`config.mk`:
```
export PLATFORM = sky130hd
export DESIGN_NAME = seq_ctrl
export DESIGN_NICKNAME = d
export VERILOG_FILES = /design/src/hdl/seq_ctrl.v
export VERILOG_INCLUDE_DIRS = /design/src /design/src/hdl
export SDC_FILE = /design/constraint.sdc
export NUM_CORES = 1
export LEC_CHECK = 0
export BUFFER_PORTS_ARGS = -buffer_cell sky130_fd_sc_hd__buf_2
export CAP_MARGIN = 20
export CORE_UTILIZATION = 45
export DETAILED_ROUTE_END_ITERATION = 8
export HOLD_SLACK_MARGIN = 0.05
export PLACE_DENSITY = 0.69
export SKIP_CTS_REPAIR_TIMING = 1
export SYNTH_ARGS = -nofsm -noshare
export SYNTH_HDL_FRONTEND = slang
export SYNTH_SLANG_ARGS = --single-unit
```
`constraint.sdc`:
```
create_clock -name hclk -period 6.08 [get_ports hclk]
set_clock_uncertainty 0.15 [all_clocks]
set_input_delay 1.52 -clock hclk [delete_from_list [all_inputs] [get_ports hclk]]
set_output_delay 1.52 -clock hclk [all_outputs]
set_load 0.01 [all_outputs]
```
`src/hdl/seq_ctrl_regs.vh`:
```
// Register map, field positions, write mask and timing counts of the sequencer control block.
// Assumes byte addressing on a 32-bit AHB-Lite data bus, one register per aligned word.
`ifndef SEQ_CTRL_REGS_VH
`define SEQ_CTRL_REGS_VH

// ****************************************************************
// Register offsets (byte addresses)
// ****************************************************************
`define OFF_PARAMS        8'h00
`define OFF_EVENT_FLAGS   8'h04
`define OFF_CMD_WORD      8'h08
`define OFF_CMD_ENABLE    8'h0c
`define OFF_STATUS        8'h10
`define OFF_IRQ_STATUS    8'h14
`define OFF_IRQ_MASK      8'h18

// ****************************************************************
// Parameter register fields
// ****************************************************************
`define PB_DRIVE_ENABLE   0
`define PB_RUN_FWD        1
`define PB_JOG_FWD        2
`define PB_RUN_REV        3
`define PB_DIR_SEL        4
`define PB_RUN            5
`define PB_RUN_PERMIT     6
`define PB_JOG_REV        7
`define PB_LATCH_EN       8
`define PARAMS_W          9

// ****************************************************************
// Command word fields
// ****************************************************************
`define CW_AUTO           7
`define CW_REF_SEL        8
`define CW_JOG_REV        9
`define CW_TRIP           12
`define CW_RESET          13
`define CW_WDOG           14
`define CW_W              15
`define CW_WRITE_MASK     15'h73ff

// ****************************************************************
// Event flags and interrupt status fields
// ****************************************************************
`define EV_DEFAULTS       0
`define EV_MODE_CHANGED   1
`define IRQ_TRIP          2
`define IRQ_W             3

// ****************************************************************
// Timing
// ****************************************************************
`define TICK_MS           4
`define CLK_MHZ           100
`define TICK_CYCLES       (`TICK_MS * 1000 * `CLK_MHZ)

`endif

```
`src/hdl/seq_ctrl.v`:
```
// Sequencer control word, sequencing parameters, event flags and limit switch gating.
// Assumes a single AHB-Lite master, 100 MHz hclk and synchronous sequencer inputs.
//
// The address map and register access over AHB-Lite were left to the implementer.
`timescale 1ns/1ps
`include "seq_ctrl_regs.vh"

module seq_ctrl (
    input  wire        hclk,
    input  wire        hresetn,
    input  wire        hsel,
    input  wire [7:0]  haddr,
    input  wire [1:0]  htrans,
    input  wire        hwrite,
    input  wire [2:0]  hsize,
    input  wire [31:0] hwdata,
    input  wire        hready,
    output wire        hreadyout,
    output wire        hresp,
    output reg  [31:0] hrdata,
    input  wire        closed_loop,
    input  wire        regen_mode,
    input  wire signed [31:0] pre_ramp_ref,
    input  wire signed [31:0] hard_speed_ref,
    input  wire        forward_limit_input,
    input  wire        reverse_limit_input,
    input  wire        defaults_saved,
    input  wire        mode_change_saved,
    input  wire        trip_clear_request,
    output reg         drive_enable,
    output reg         run_forward,
    output reg         jog_forward,
    output reg         run_reverse,
    output reg         direction_select,
    output reg         run,
    output reg         run_permit,
    output reg         jog_reverse,
    output reg         reference_source_select,
    output reg         drive_reset_pulse,
    output reg         watchdog_service_pulse,
    output reg         command_word_trip,
    output reg         forward_stop,
    output reg         reverse_stop,
    output wire        irq
);

    // ****************************************************************
    // Bus slave
    // ****************************************************************
    reg  [`PARAMS_W-1:0] params_q;
    reg  [15:0]          event_flags_q;
    reg  [`CW_W-1:0]     cmd_word_q;
    reg                  cmd_enable_q;
    reg  [`IRQ_W-1:0]    irq_status_q;
    reg  [`IRQ_W-1:0]    irq_mask_q;
    reg  [7:0]           addr_q;
    reg                  wr_q;
    reg  [21:0]          tick_cnt_q;
    reg                  tick_q;
    reg                  cw_ref_q;
    reg                  cw_reset_q;
    reg                  cw_wdog_q;
    reg                  latch_fwd_q;
    reg                  latch_rev_q;
    reg                  latch_run_q;
    reg                  fwd_arm;
    reg                  rev_arm;
    wire                 wr_now;
    wire                 ovr;
    wire                 ovr_seq;
    wire                 cw_live;
    wire signed [32:0]   speed_sum;
    wire [`IRQ_W-1:0]    irq_events;
    reg                  eff_en;
    reg                  eff_rf;
    reg                  eff_jf;
    reg                  eff_rr;
    reg                  eff_dir;
    reg                  eff_run;
    reg                  eff_np;
    reg                  eff_jr;

    // The slave never stalls, so every access completes with zero wait states.
    assign hreadyout = 1'b1;
    assign hresp     = 1'b0;
    assign wr_now    = wr_q;
    assign irq       = |(irq_status_q & irq_mask_q);

    // Capture the address phase of each valid transfer.
    always @(posedge hclk or negedge hresetn) begin
        if (!hresetn) begin
            addr_q <= 8'h00;
            wr_q   <= 1'b0;
        end else begin
            wr_q <= 1'b0;
            if (hsel && hready && htrans[1]) begin
                addr_q <= haddr;
                wr_q   <= hwrite;
            end
        end
    end

    // Read data is presented in the data phase; unmapped offsets read as zero.
    always @* begin
        hrdata = 32'h0000_0000;
        case (addr_q)
            `OFF_PARAMS:      hrdata = {23'h000000, params_q};
            `OFF_EVENT_FLAGS: hrdata = {16'h0000, event_flags_q};
            `OFF_CMD_WORD:    hrdata = {17'h00000, cmd_word_q};
            `OFF_CMD_ENABLE:  hrdata = {31'h00000000, cmd_enable_q};
            `OFF_STATUS:      hrdata = {23'h000000, command_word_trip, run_permit,
                                        latch_run_q, latch_rev_q, latch_fwd_q,
                                        fwd_arm, rev_arm, forward_stop, reverse_stop};
            `OFF_IRQ_STATUS:  hrdata = {29'h00000000, irq_status_q};
            `OFF_IRQ_MASK:    hrdata = {29'h00000000, irq_mask_q};
            default:          hrdata = 32'h0000_0000;
        endcase
    end

    // ****************************************************************
    // Registers and event flags
    // ****************************************************************
    assign irq_events = {command_word_trip == 1'b0 && cmd_enable_q && cmd_word_q[`CW_TRIP],
                         mode_change_saved, defaults_saved};

    // Hardware sets win over a software clear in the same cycle so no event is lost.
    always @(posedge hclk or negedge hresetn) begin
        if (!hresetn) begin
            params_q      <= 9'h000;
            event_flags_q <= 16'h0000;
            cmd_word_q    <= 15'h0000;
            cmd_enable_q  <= 1'b0;
            irq_status_q  <= 3'h0;
            irq_mask_q    <= 3'h0;
        end else begin
            if (wr_now && addr_q == `OFF_PARAMS)
                params_q <= hwdata[`PARAMS_W-1:0];
            if (wr_now && addr_q == `OFF_CMD_WORD)
                cmd_word_q <= hwdata[`CW_W-1:0] & `CW_WRITE_MASK;
            if (wr_now && addr_q == `OFF_CMD_ENABLE)
                cmd_enable_q <= hwdata[0];
            if (wr_now && addr_q == `OFF_IRQ_MASK)
                irq_mask_q <= hwdata[`IRQ_W-1:0];
            if (wr_now && addr_q == `OFF_EVENT_FLAGS)
                event_flags_q <= hwdata[15:0];
            if (defaults_saved)
                event_flags_q[`EV_DEFAULTS] <= 1'b1;
            if (mode_change_saved)
                event_flags_q[`EV_MODE_CHANGED] <= 1'b1;
            irq_status_q <= ((wr_now && addr_q == `OFF_IRQ_STATUS) ?
                             (irq_status_q & ~hwdata[`IRQ_W-1:0]) : irq_status_q)
                            | irq_events;
        end
    end

    // ****************************************************************
    // Sequencer tick
    // ****************************************************************
    // A 4 ms tick samples the sequencing bits; the upper command bits run every clock.
    always @(posedge hclk or negedge hresetn) begin
        if (!hresetn) begin
            tick_cnt_q <= 22'h000000;
            tick_q     <= 1'b0;
        end else if (tick_cnt_q == `TICK_CYCLES - 1) begin
            tick_cnt_q <= 22'h000000;
            tick_q     <= 1'b1;
        end else begin
            tick_cnt_q <= tick_cnt_q + 22'h000001;
            tick_q     <= 1'b0;
        end
    end

    // ****************************************************************
    // Command word override
    // ****************************************************************
    assign cw_live = cmd_enable_q;
    assign ovr     = cw_live && cmd_word_q[`CW_AUTO];
    // Regen mode drops the run-type bits but keeps drive enable.
    assign ovr_seq = ovr && !regen_mode;

    // Each effective bit picks the command bit or its parameter.
    always @* begin
        eff_en  = ovr     ? cmd_word_q[0] : params_q[`PB_DRIVE_ENABLE];
        eff_rf  = ovr_seq ? cmd_word_q[1] : params_q[`PB_RUN_FWD];
        eff_jf  = ovr_seq ? cmd_word_q[2] : params_q[`PB_JOG_FWD];
        eff_rr  = ovr_seq ? cmd_word_q[3] : params_q[`PB_RUN_REV];
        eff_dir = ovr_seq ? cmd_word_q[4] : params_q[`PB_DIR_SEL];
        eff_run = ovr_seq ? cmd_word_q[5] : params_q[`PB_RUN];
        eff_np  = ovr_seq ? cmd_word_q[6] : params_q[`PB_RUN_PERMIT];
        eff_jr  = ovr_seq ? cmd_word_q[`CW_JOG_REV] : params_q[`PB_JOG_REV];
    end

    // Effective inputs and run latches update only on the tick.
    always @(posedge hclk or negedge hresetn) begin
        if (!hresetn) begin
            drive_enable     <= 1'b0;
            run_forward      <= 1'b0;
            jog_forward      <= 1'b0;
            run_reverse      <= 1'b0;
            direction_select <= 1'b0;
            run              <= 1'b0;
            run_permit       <= 1'b0;
            jog_reverse      <= 1'b0;
            latch_fwd_q      <= 1'b0;
            latch_rev_q      <= 1'b0;
            latch_run_q      <= 1'b0;
        end else if (tick_q) begin
            drive_enable     <= eff_en;
            jog_forward      <= eff_jf;
            direction_select <= eff_dir;
            run_permit       <= eff_np;
            jog_reverse      <= eff_jr;
            if (!eff_np) begin
                latch_fwd_q <= 1'b0;
                latch_rev_q <= 1'b0;
                latch_run_q <= 1'b0;
            end else if (params_q[`PB_LATCH_EN]) begin
                latch_fwd_q <= latch_fwd_q | eff_rf;
                latch_rev_q <= latch_rev_q | eff_rr;
                latch_run_q <= latch_run_q | eff_run;
            end else begin
                latch_fwd_q <= 1'b0;
                latch_rev_q <= 1'b0;
                latch_run_q <= 1'b0;
            end
            run_forward <= eff_rf  | (params_q[`PB_LATCH_EN] & eff_np & latch_fwd_q);
            run_reverse <= eff_rr  | (params_q[`PB_LATCH_EN] & eff_np & latch_rev_q);
            run         <= eff_run | (params_q[`PB_LATCH_EN] & eff_np & latch_run_q);
        end
    end

    // ****************************************************************
    // Upper command bits: reference, reset, watchdog, trip
    // ****************************************************************
    // Rising edges of reset and watchdog bits give one-cycle pulses.
    always @(posedge hclk or negedge hresetn) begin
        if (!hresetn) begin
            cw_ref_q                <= 1'b0;
            cw_reset_q              <= 1'b0;
            cw_wdog_q               <= 1'b0;
            reference_source_select <= 1'b0;
            drive_reset_pulse       <= 1'b0;
            watchdog_service_pulse  <= 1'b0;
            command_word_trip       <= 1'b0;
        end else begin
            cw_ref_q   <= cw_live && cmd_word_q[`CW_REF_SEL] && !regen_mode;
            cw_reset_q <= cw_live && cmd_word_q[`CW_RESET];
            cw_wdog_q  <= cw_live && cmd_word_q[`CW_WDOG];
            reference_source_select <= cw_ref_q;
            drive_reset_pulse       <= cw_live && cmd_word_q[`CW_RESET] && !cw_reset_q;
            watchdog_service_pulse  <= cw_live && cmd_word_q[`CW_WDOG] && !cw_wdog_q;
            // The trip holds while bit 12 stays set and the command word is enabled, whatever clears are asked.
            if (cw_live && cmd_word_q[`CW_TRIP])
                command_word_trip <= 1'b1;
            else if (trip_clear_request || drive_reset_pulse)
                command_word_trip <= 1'b0;
        end
    end

    // ****************************************************************
    // Limit switch gating
    // ****************************************************************
    assign speed_sum = {pre_ramp_ref[31], pre_ramp_ref} + {hard_speed_ref[31], hard_speed_ref};

    // Closed loop includes the hard reference; open loop uses pre-ramp alone.
    always @* begin
        if (closed_loop) begin
            fwd_arm = speed_sum >= 0;
            rev_arm = speed_sum <= 0;
        end else begin
            fwd_arm = pre_ramp_ref >= 0;
            rev_arm = pre_ramp_ref <= 0;
        end
    end

    // A stop acts only in its own direction so the load can back off the limit.
    always @(posedge hclk or negedge hresetn) begin
        if (!hresetn) begin
            forward_stop <= 1'b0;
            reverse_stop <= 1'b0;
        end else begin
            forward_stop <= fwd_arm && forward_limit_input;
            reverse_stop <= rev_arm && reverse_limit_input;
        end
    end

endmodule // seq_ctrl

```
**After elaboration in Yosys (flattened, before gate mapping)**

Cells that the tools add are included.

- Add/sub/neg operators: 2
- Multipliers: 0
- Div/mod/pow operators: 0
- Magnitude comparators: 4
- Equal/unequal tests: 7
- Shift operators: 0
- Muxes and demuxes: 26
- Bitwise logic cells: 15
- Reduce and logical (&&, ||, !) cells: 30

Operators with widths:

| kind | number |
|---|---|
| $pmux W16 S7 | 1 |
| $add A32 B32 Y33 | 1 |
| $ge A33 B1 Y1 const B | 1 |
| $le A33 B1 Y1 const B | 1 |
| $ge A32 B1 Y1 const B | 1 |
| $le A32 B1 Y1 const B | 1 |
| $eq A8 B5 Y1 const B | 3 |
| $add A22 B1 Y22 const B | 1 |
| $eq A22 B19 Y1 const B | 1 |
| $mux W1 | 22 |
| $mux W22 | 1 |
| $logic_and A1 B1 Y1 | 21 |
| $eq A8 B4 Y1 const B | 2 |
| $eq A8 B3 Y1 const B | 1 |
| $logic_not A8 Y1 | 1 |
| $and A3 B3 Y3 | 2 |
| $or A1 B1 Y1 | 6 |
| $reduce_bool A2 Y1 | 3 |
| $and A1 B1 Y1 | 4 |
| $logic_not A1 Y1 | 3 |
| $mux W3 | 1 |
| $not A3 Y3 | 1 |
| $or A3 B3 Y3 | 1 |
| $reduce_or A3 Y1 | 1 |
| 3 further kinds | 3 |

- Register bits: 97
- Latch bits: 0
- RAM bits: 0
- Bits in read-only memories: 0
- Input port bits: 121
- Output and inout port bits: 49
- Word-level logic and storage cells: 116
- Memories: 0

**Longest topological paths before layout**

- Word-level depth: 6
- Gate-level depth with buffers: 11
- Mapped depth without buffers: 11

**Worst setup path after synthesis**

OpenSTA, ideal clock, no wires.

- Path type: input to output
- Start point: in pre_ramp_ref[0]
- End point: out hrdata[2]
- Arrival time: 4.327 ns
- Data required time: 4.410 ns
- Slack: 0.083 ns
- Cell stages on the path: 11
- Path buffers: 0
- Path through: ha_1 > fa_1 > a21o_1 > a221o_1 > a221oi_1 > mux2_2 > a311oi_1 > nand4_1 > nor4_1 > a21oi_1 > o31ai_2

- Longest elaborated chain between the ends: 4
- Elaborated cells on any way between the ends: 5
- Classes of those cells: add/sub (1); order compare (2); mux (2)

Ends and longest elaborated chain:

| item | RTL line | source |
|---|---|---|
| start, declared | seq_ctrl.v:23 | `input wire signed [31:0] pre_ramp_ref,` |
| $add A32 B32 Y33 | seq_ctrl.v:263 | `assign speed_sum = {pre_ramp_ref[31], pre_ramp_ref} + {hard_speed_ref[31], hard_speed_ref};` |
| $le A33 B1 Y1 | seq_ctrl.v:269 | `rev_arm = speed_sum <= 0;` |
| $mux W1 * | seq_ctrl.v:267 | `if (closed_loop) begin` |
| $pmux W16 S7 * | seq_ctrl.v:106 | `case (addr_q)` |
| end, declared | seq_ctrl.v:20 | `output reg [31:0] hrdata,` |

Every way passes the cells marked *; elsewhere a longest branch is shown, timed or not.

**Final worst setup path**

Ends and elaborated chain as after synthesis.

==> summary.txt <==
Power and ir drop
  • PwrDens: 207 nW/µm²
  • Clock share of power: 31.1%
  • Flop pwr share: 41.4%
  • Comb power frac: 27.5%
  • Net Sw Frac: 31.3%
  • P_leak: 3.94 nW
  • Int Pwr: 0.00119 W
  • Final Total Pwr: 0.00173 W
  • Net load switching power: 0.000543 W
  • Peak supply drop: 0.000115 V

Global route
  • GRT Util Overall: 24.0%
  • Vias in the first global route: 6011
  • Largest net degree at the start of global routing: 55
  • Global route total overflow: 0
  • First-pass GRT wire length: 30000 µm
  • Initial antenna violation count: 0

Outcome
  • Violated checks: DRC, setup timing
  • Status: finished, violations left

Detailed routing
  • Metal-1 WL: 8170 µm
  • Met2 routed wirelength: 8630 µm
  • DRC viols: 24
  • DRT iter0 DRCs: 412
  • WL/cell: 16.6 µm
  • Routed length on met3: 901 µm
  • Via density: 5.77
  • Detail Route Antenna Nets: 0
  • Top Layer Used: met4
  • Detailed Route WL: 18100 µm
  • Pre-antenna DRT Iters: 7
  • Vias: 6280

Min path
  • Hold-critical path depth: 0
  • Hold Path Origin: cw_ref_q
  • Worst hold path class: reg2reg
  • Hold endpoint: reference_source_select

CTS
  • CTS tree: done
  • Clock buffer depth: 2
  • Worst-path clk slew: 0.08 ns
  • Num CTS Buffers: 9
  • Worst-skew pair later-pin latency: 0.35 ns
  • H-tree depth: 3
  • Root buffer cell: clkbuf_16
  • CTS Sinks: 97

Timing
  • Min Tclk post-route: 6.32 ns
  • Slew margin rel.: 38.3%
  • Final Worst Setup Slack: -0.240 ns
  • Final Hold Viols: 0
  • Peak Freq: 0.158 GHz
  • Unrepaired setup endpoints after global routing: yes
  • Worst-margin pin slew: 0.926 ns
  • Final worst path period share: 104%
  • Pins Over Slew Limit: 0
  • Count of final setup violators: 1

Logic synthesis
  • Synth warn: 0
  • Area contributors post-synth: dfrtp_1 36%, mux2_2 9.3%, ha_1 6.1%
  • Post-Syn Area: 6780 µm²
  • Post-synth EDFFs: 0
  • Sequential area share after synthesis: 35.8%
  • Cell taking the most area after synthesis: dfrtp_1
  • Synth Instances: 720
  • Synth top area share: 35.8%
  • Ys flop type: dfrtp_1
  • Async S/R FF share, synth: 100%
  • Syn avg cell area: 9.42 µm²
  • Distinct cells, synth: 78
  • Flops & latches, synth: 97

Worst setup path
  • CP endpoint kind: output port
  • Reg-to-Reg Start: addr_q[5]
  • CP Data Required Time: 4.41 ns
  • CP startpoint: pre_ramp_ref[0]
  • Cells on worst reg2reg path: 5
  • Flop2flop setup slack: 3.16 ns
  • Crit Path Class: in2out
  • RR Endpoint: params_q[6]
  • Worst setup SP type: input pin
  • Crit path DAT: 4.65 ns
  • CP Max Fanout: 2

Floorplanning
  • Starting density of the core: 46.3%
  • Die X: 125 µm
  • Num ports: 170
  • Die Area: 15600 µm²
  • Die H: 125 µm
  • Core area: 14600 µm²
  • FP Rows: 44

Place
  • Port Buffer Count: 131
  • GP Congestion: 0.913
  • Dpl hpwl: 13900 µm
  • Placed cell area: 7960 µm²

Cells and area
  • Post-route cell area: 8350 µm²
  • Final Net Count: 1055
  • Number of diodes: 0
  • P&R area growth vs syn: 23.2%
  • Layout cells sized above 1: 32.3%
  • Most frequent cells in the layout: 128 x buf_2, 97 x dfrtp_1, 72 x buf_4
  • Most common cell after layout, fill and taps aside: buf_2

Job
  • Max-Cap Viols: 0
area by class of cell:
| class | count | area [µm²] |
|---|---|---|
| inverter | 15 | 56.3 |
| sequential | 97 | 2430 |
| clock inverter | 7 | 65.1 |
| multi-input combinational | 575 | 4140 |
| timing repair buffer | 202 | 1210 |
| tap | 184 | 230 |
| fill | 1306 | 6290 |
| clock buffer | 9 | 225 |
power groups by stage:
stage | combinational, W | clock [W] | sequential [W]
3_3_place_gp | 0.000454 | 0 | 0.000729
2_1_floorplan | 0.000307 | 0 | 0.000704
3_5_place_dp | 0.000456 | 0 | 0.000730
6_report | 0.000476 | 0.000539 | 0.000718
5_1_grt | 0.000523 | 0.000578 | 0.000723
4_1_cts | 0.000460 | 0.000552 | 0.000717
cells by family (layout without fill, tap and decap cells):
kind of cell	Yosys count	after routing	synth area share, %
AND/OR/NAND/NOR	225	225	16.9
AO/OA/AOI/OAI	200	200	20.5
flip-flops	97	97	35.8
multiplexers	72	72	12.0
buffers and inverters	64	233	4.98
adder cells (fa/ha/maj)	34	34	6.38
XOR/XNOR	26	26	3.36
other	2	18	0.111
cells in the mapped netlist, types with 14 or more instances:
cell       n
mux2i_1   14
clkbuf_1  19
buf_4     20
ha_1      33
nand2_1   52
dfrtp_1   97
nor2_1    59
a21o_1    22
inv_1     15
nand3_1   17
nand4_1   19
xor2_1    15
mux2_2    56
o21ai_0   30
a21oi_1   48
per-layer routing:
| metal | track usage (%) | vias up |
|---|---|---|
| li1 | - | 3028 |
| met1 | 32.8 | 3022 |
| met2 | 39.4 | 208 |
| met3 | 3.14 | 22 |
| met4 | 7.84 | 0 |
| met5 | 0 | - |
worst max path at each step:
stage,to,slack [ns],depth (start not counted)
detailed placement,hrdata[2],-0.46,13
global placement,hrdata[2],-0.38,13
CTS,hrdata[2],-0.50,13
finish,hrdata[2],-0.24,13
floorplan,hrdata[2],0.08,11
global route,hrdata[2],-0.29,13
registers in the layout (all words and copies together) (netlist names), 3 cells and up:
signal,flops
irq_status_q,3
params_q,9
cmd_word_q,13
event_flags_q,16
tick_cnt_q,22
irq_mask_q,3
addr_q,8
critical path: stages:
cell,delay [ns]
buf_8,0.10
ha_4,0.15
fa_2,0.35
a21o_1,0.18
a221o_1,0.37
a221oi_2,0.34
mux2_4,0.34
a311oi_2,0.20
nand4_1,0.16
nor4_2,0.32
a21oi_2,0.13
o31ai_2,0.29
buf_2,0.19
through the flow:
stage | hold WS, ns | utilization [%] | cells | setup slack, ns | setup TNS, ns
3_3_place_gp | 0.203 | 54.3 | 1069 | -0.377 | -0.468
3_5_place_dp | 0.204 | 54.4 | 1070 | -0.463 | -0.561
4_1_cts | 0.215 | 56.3 | 1086 | -0.498 | -0.607
2_1_floorplan | 0.181 | - | 736 | 0.0832 | 0
6_report | 0.207 | 57.0 | 1089 | -0.240 | -0.240
5_1_grt | 0.221 | 57.0 | 1089 | -0.289 | -0.350
No activity file was read; power rests on OpenSTA's default activity.
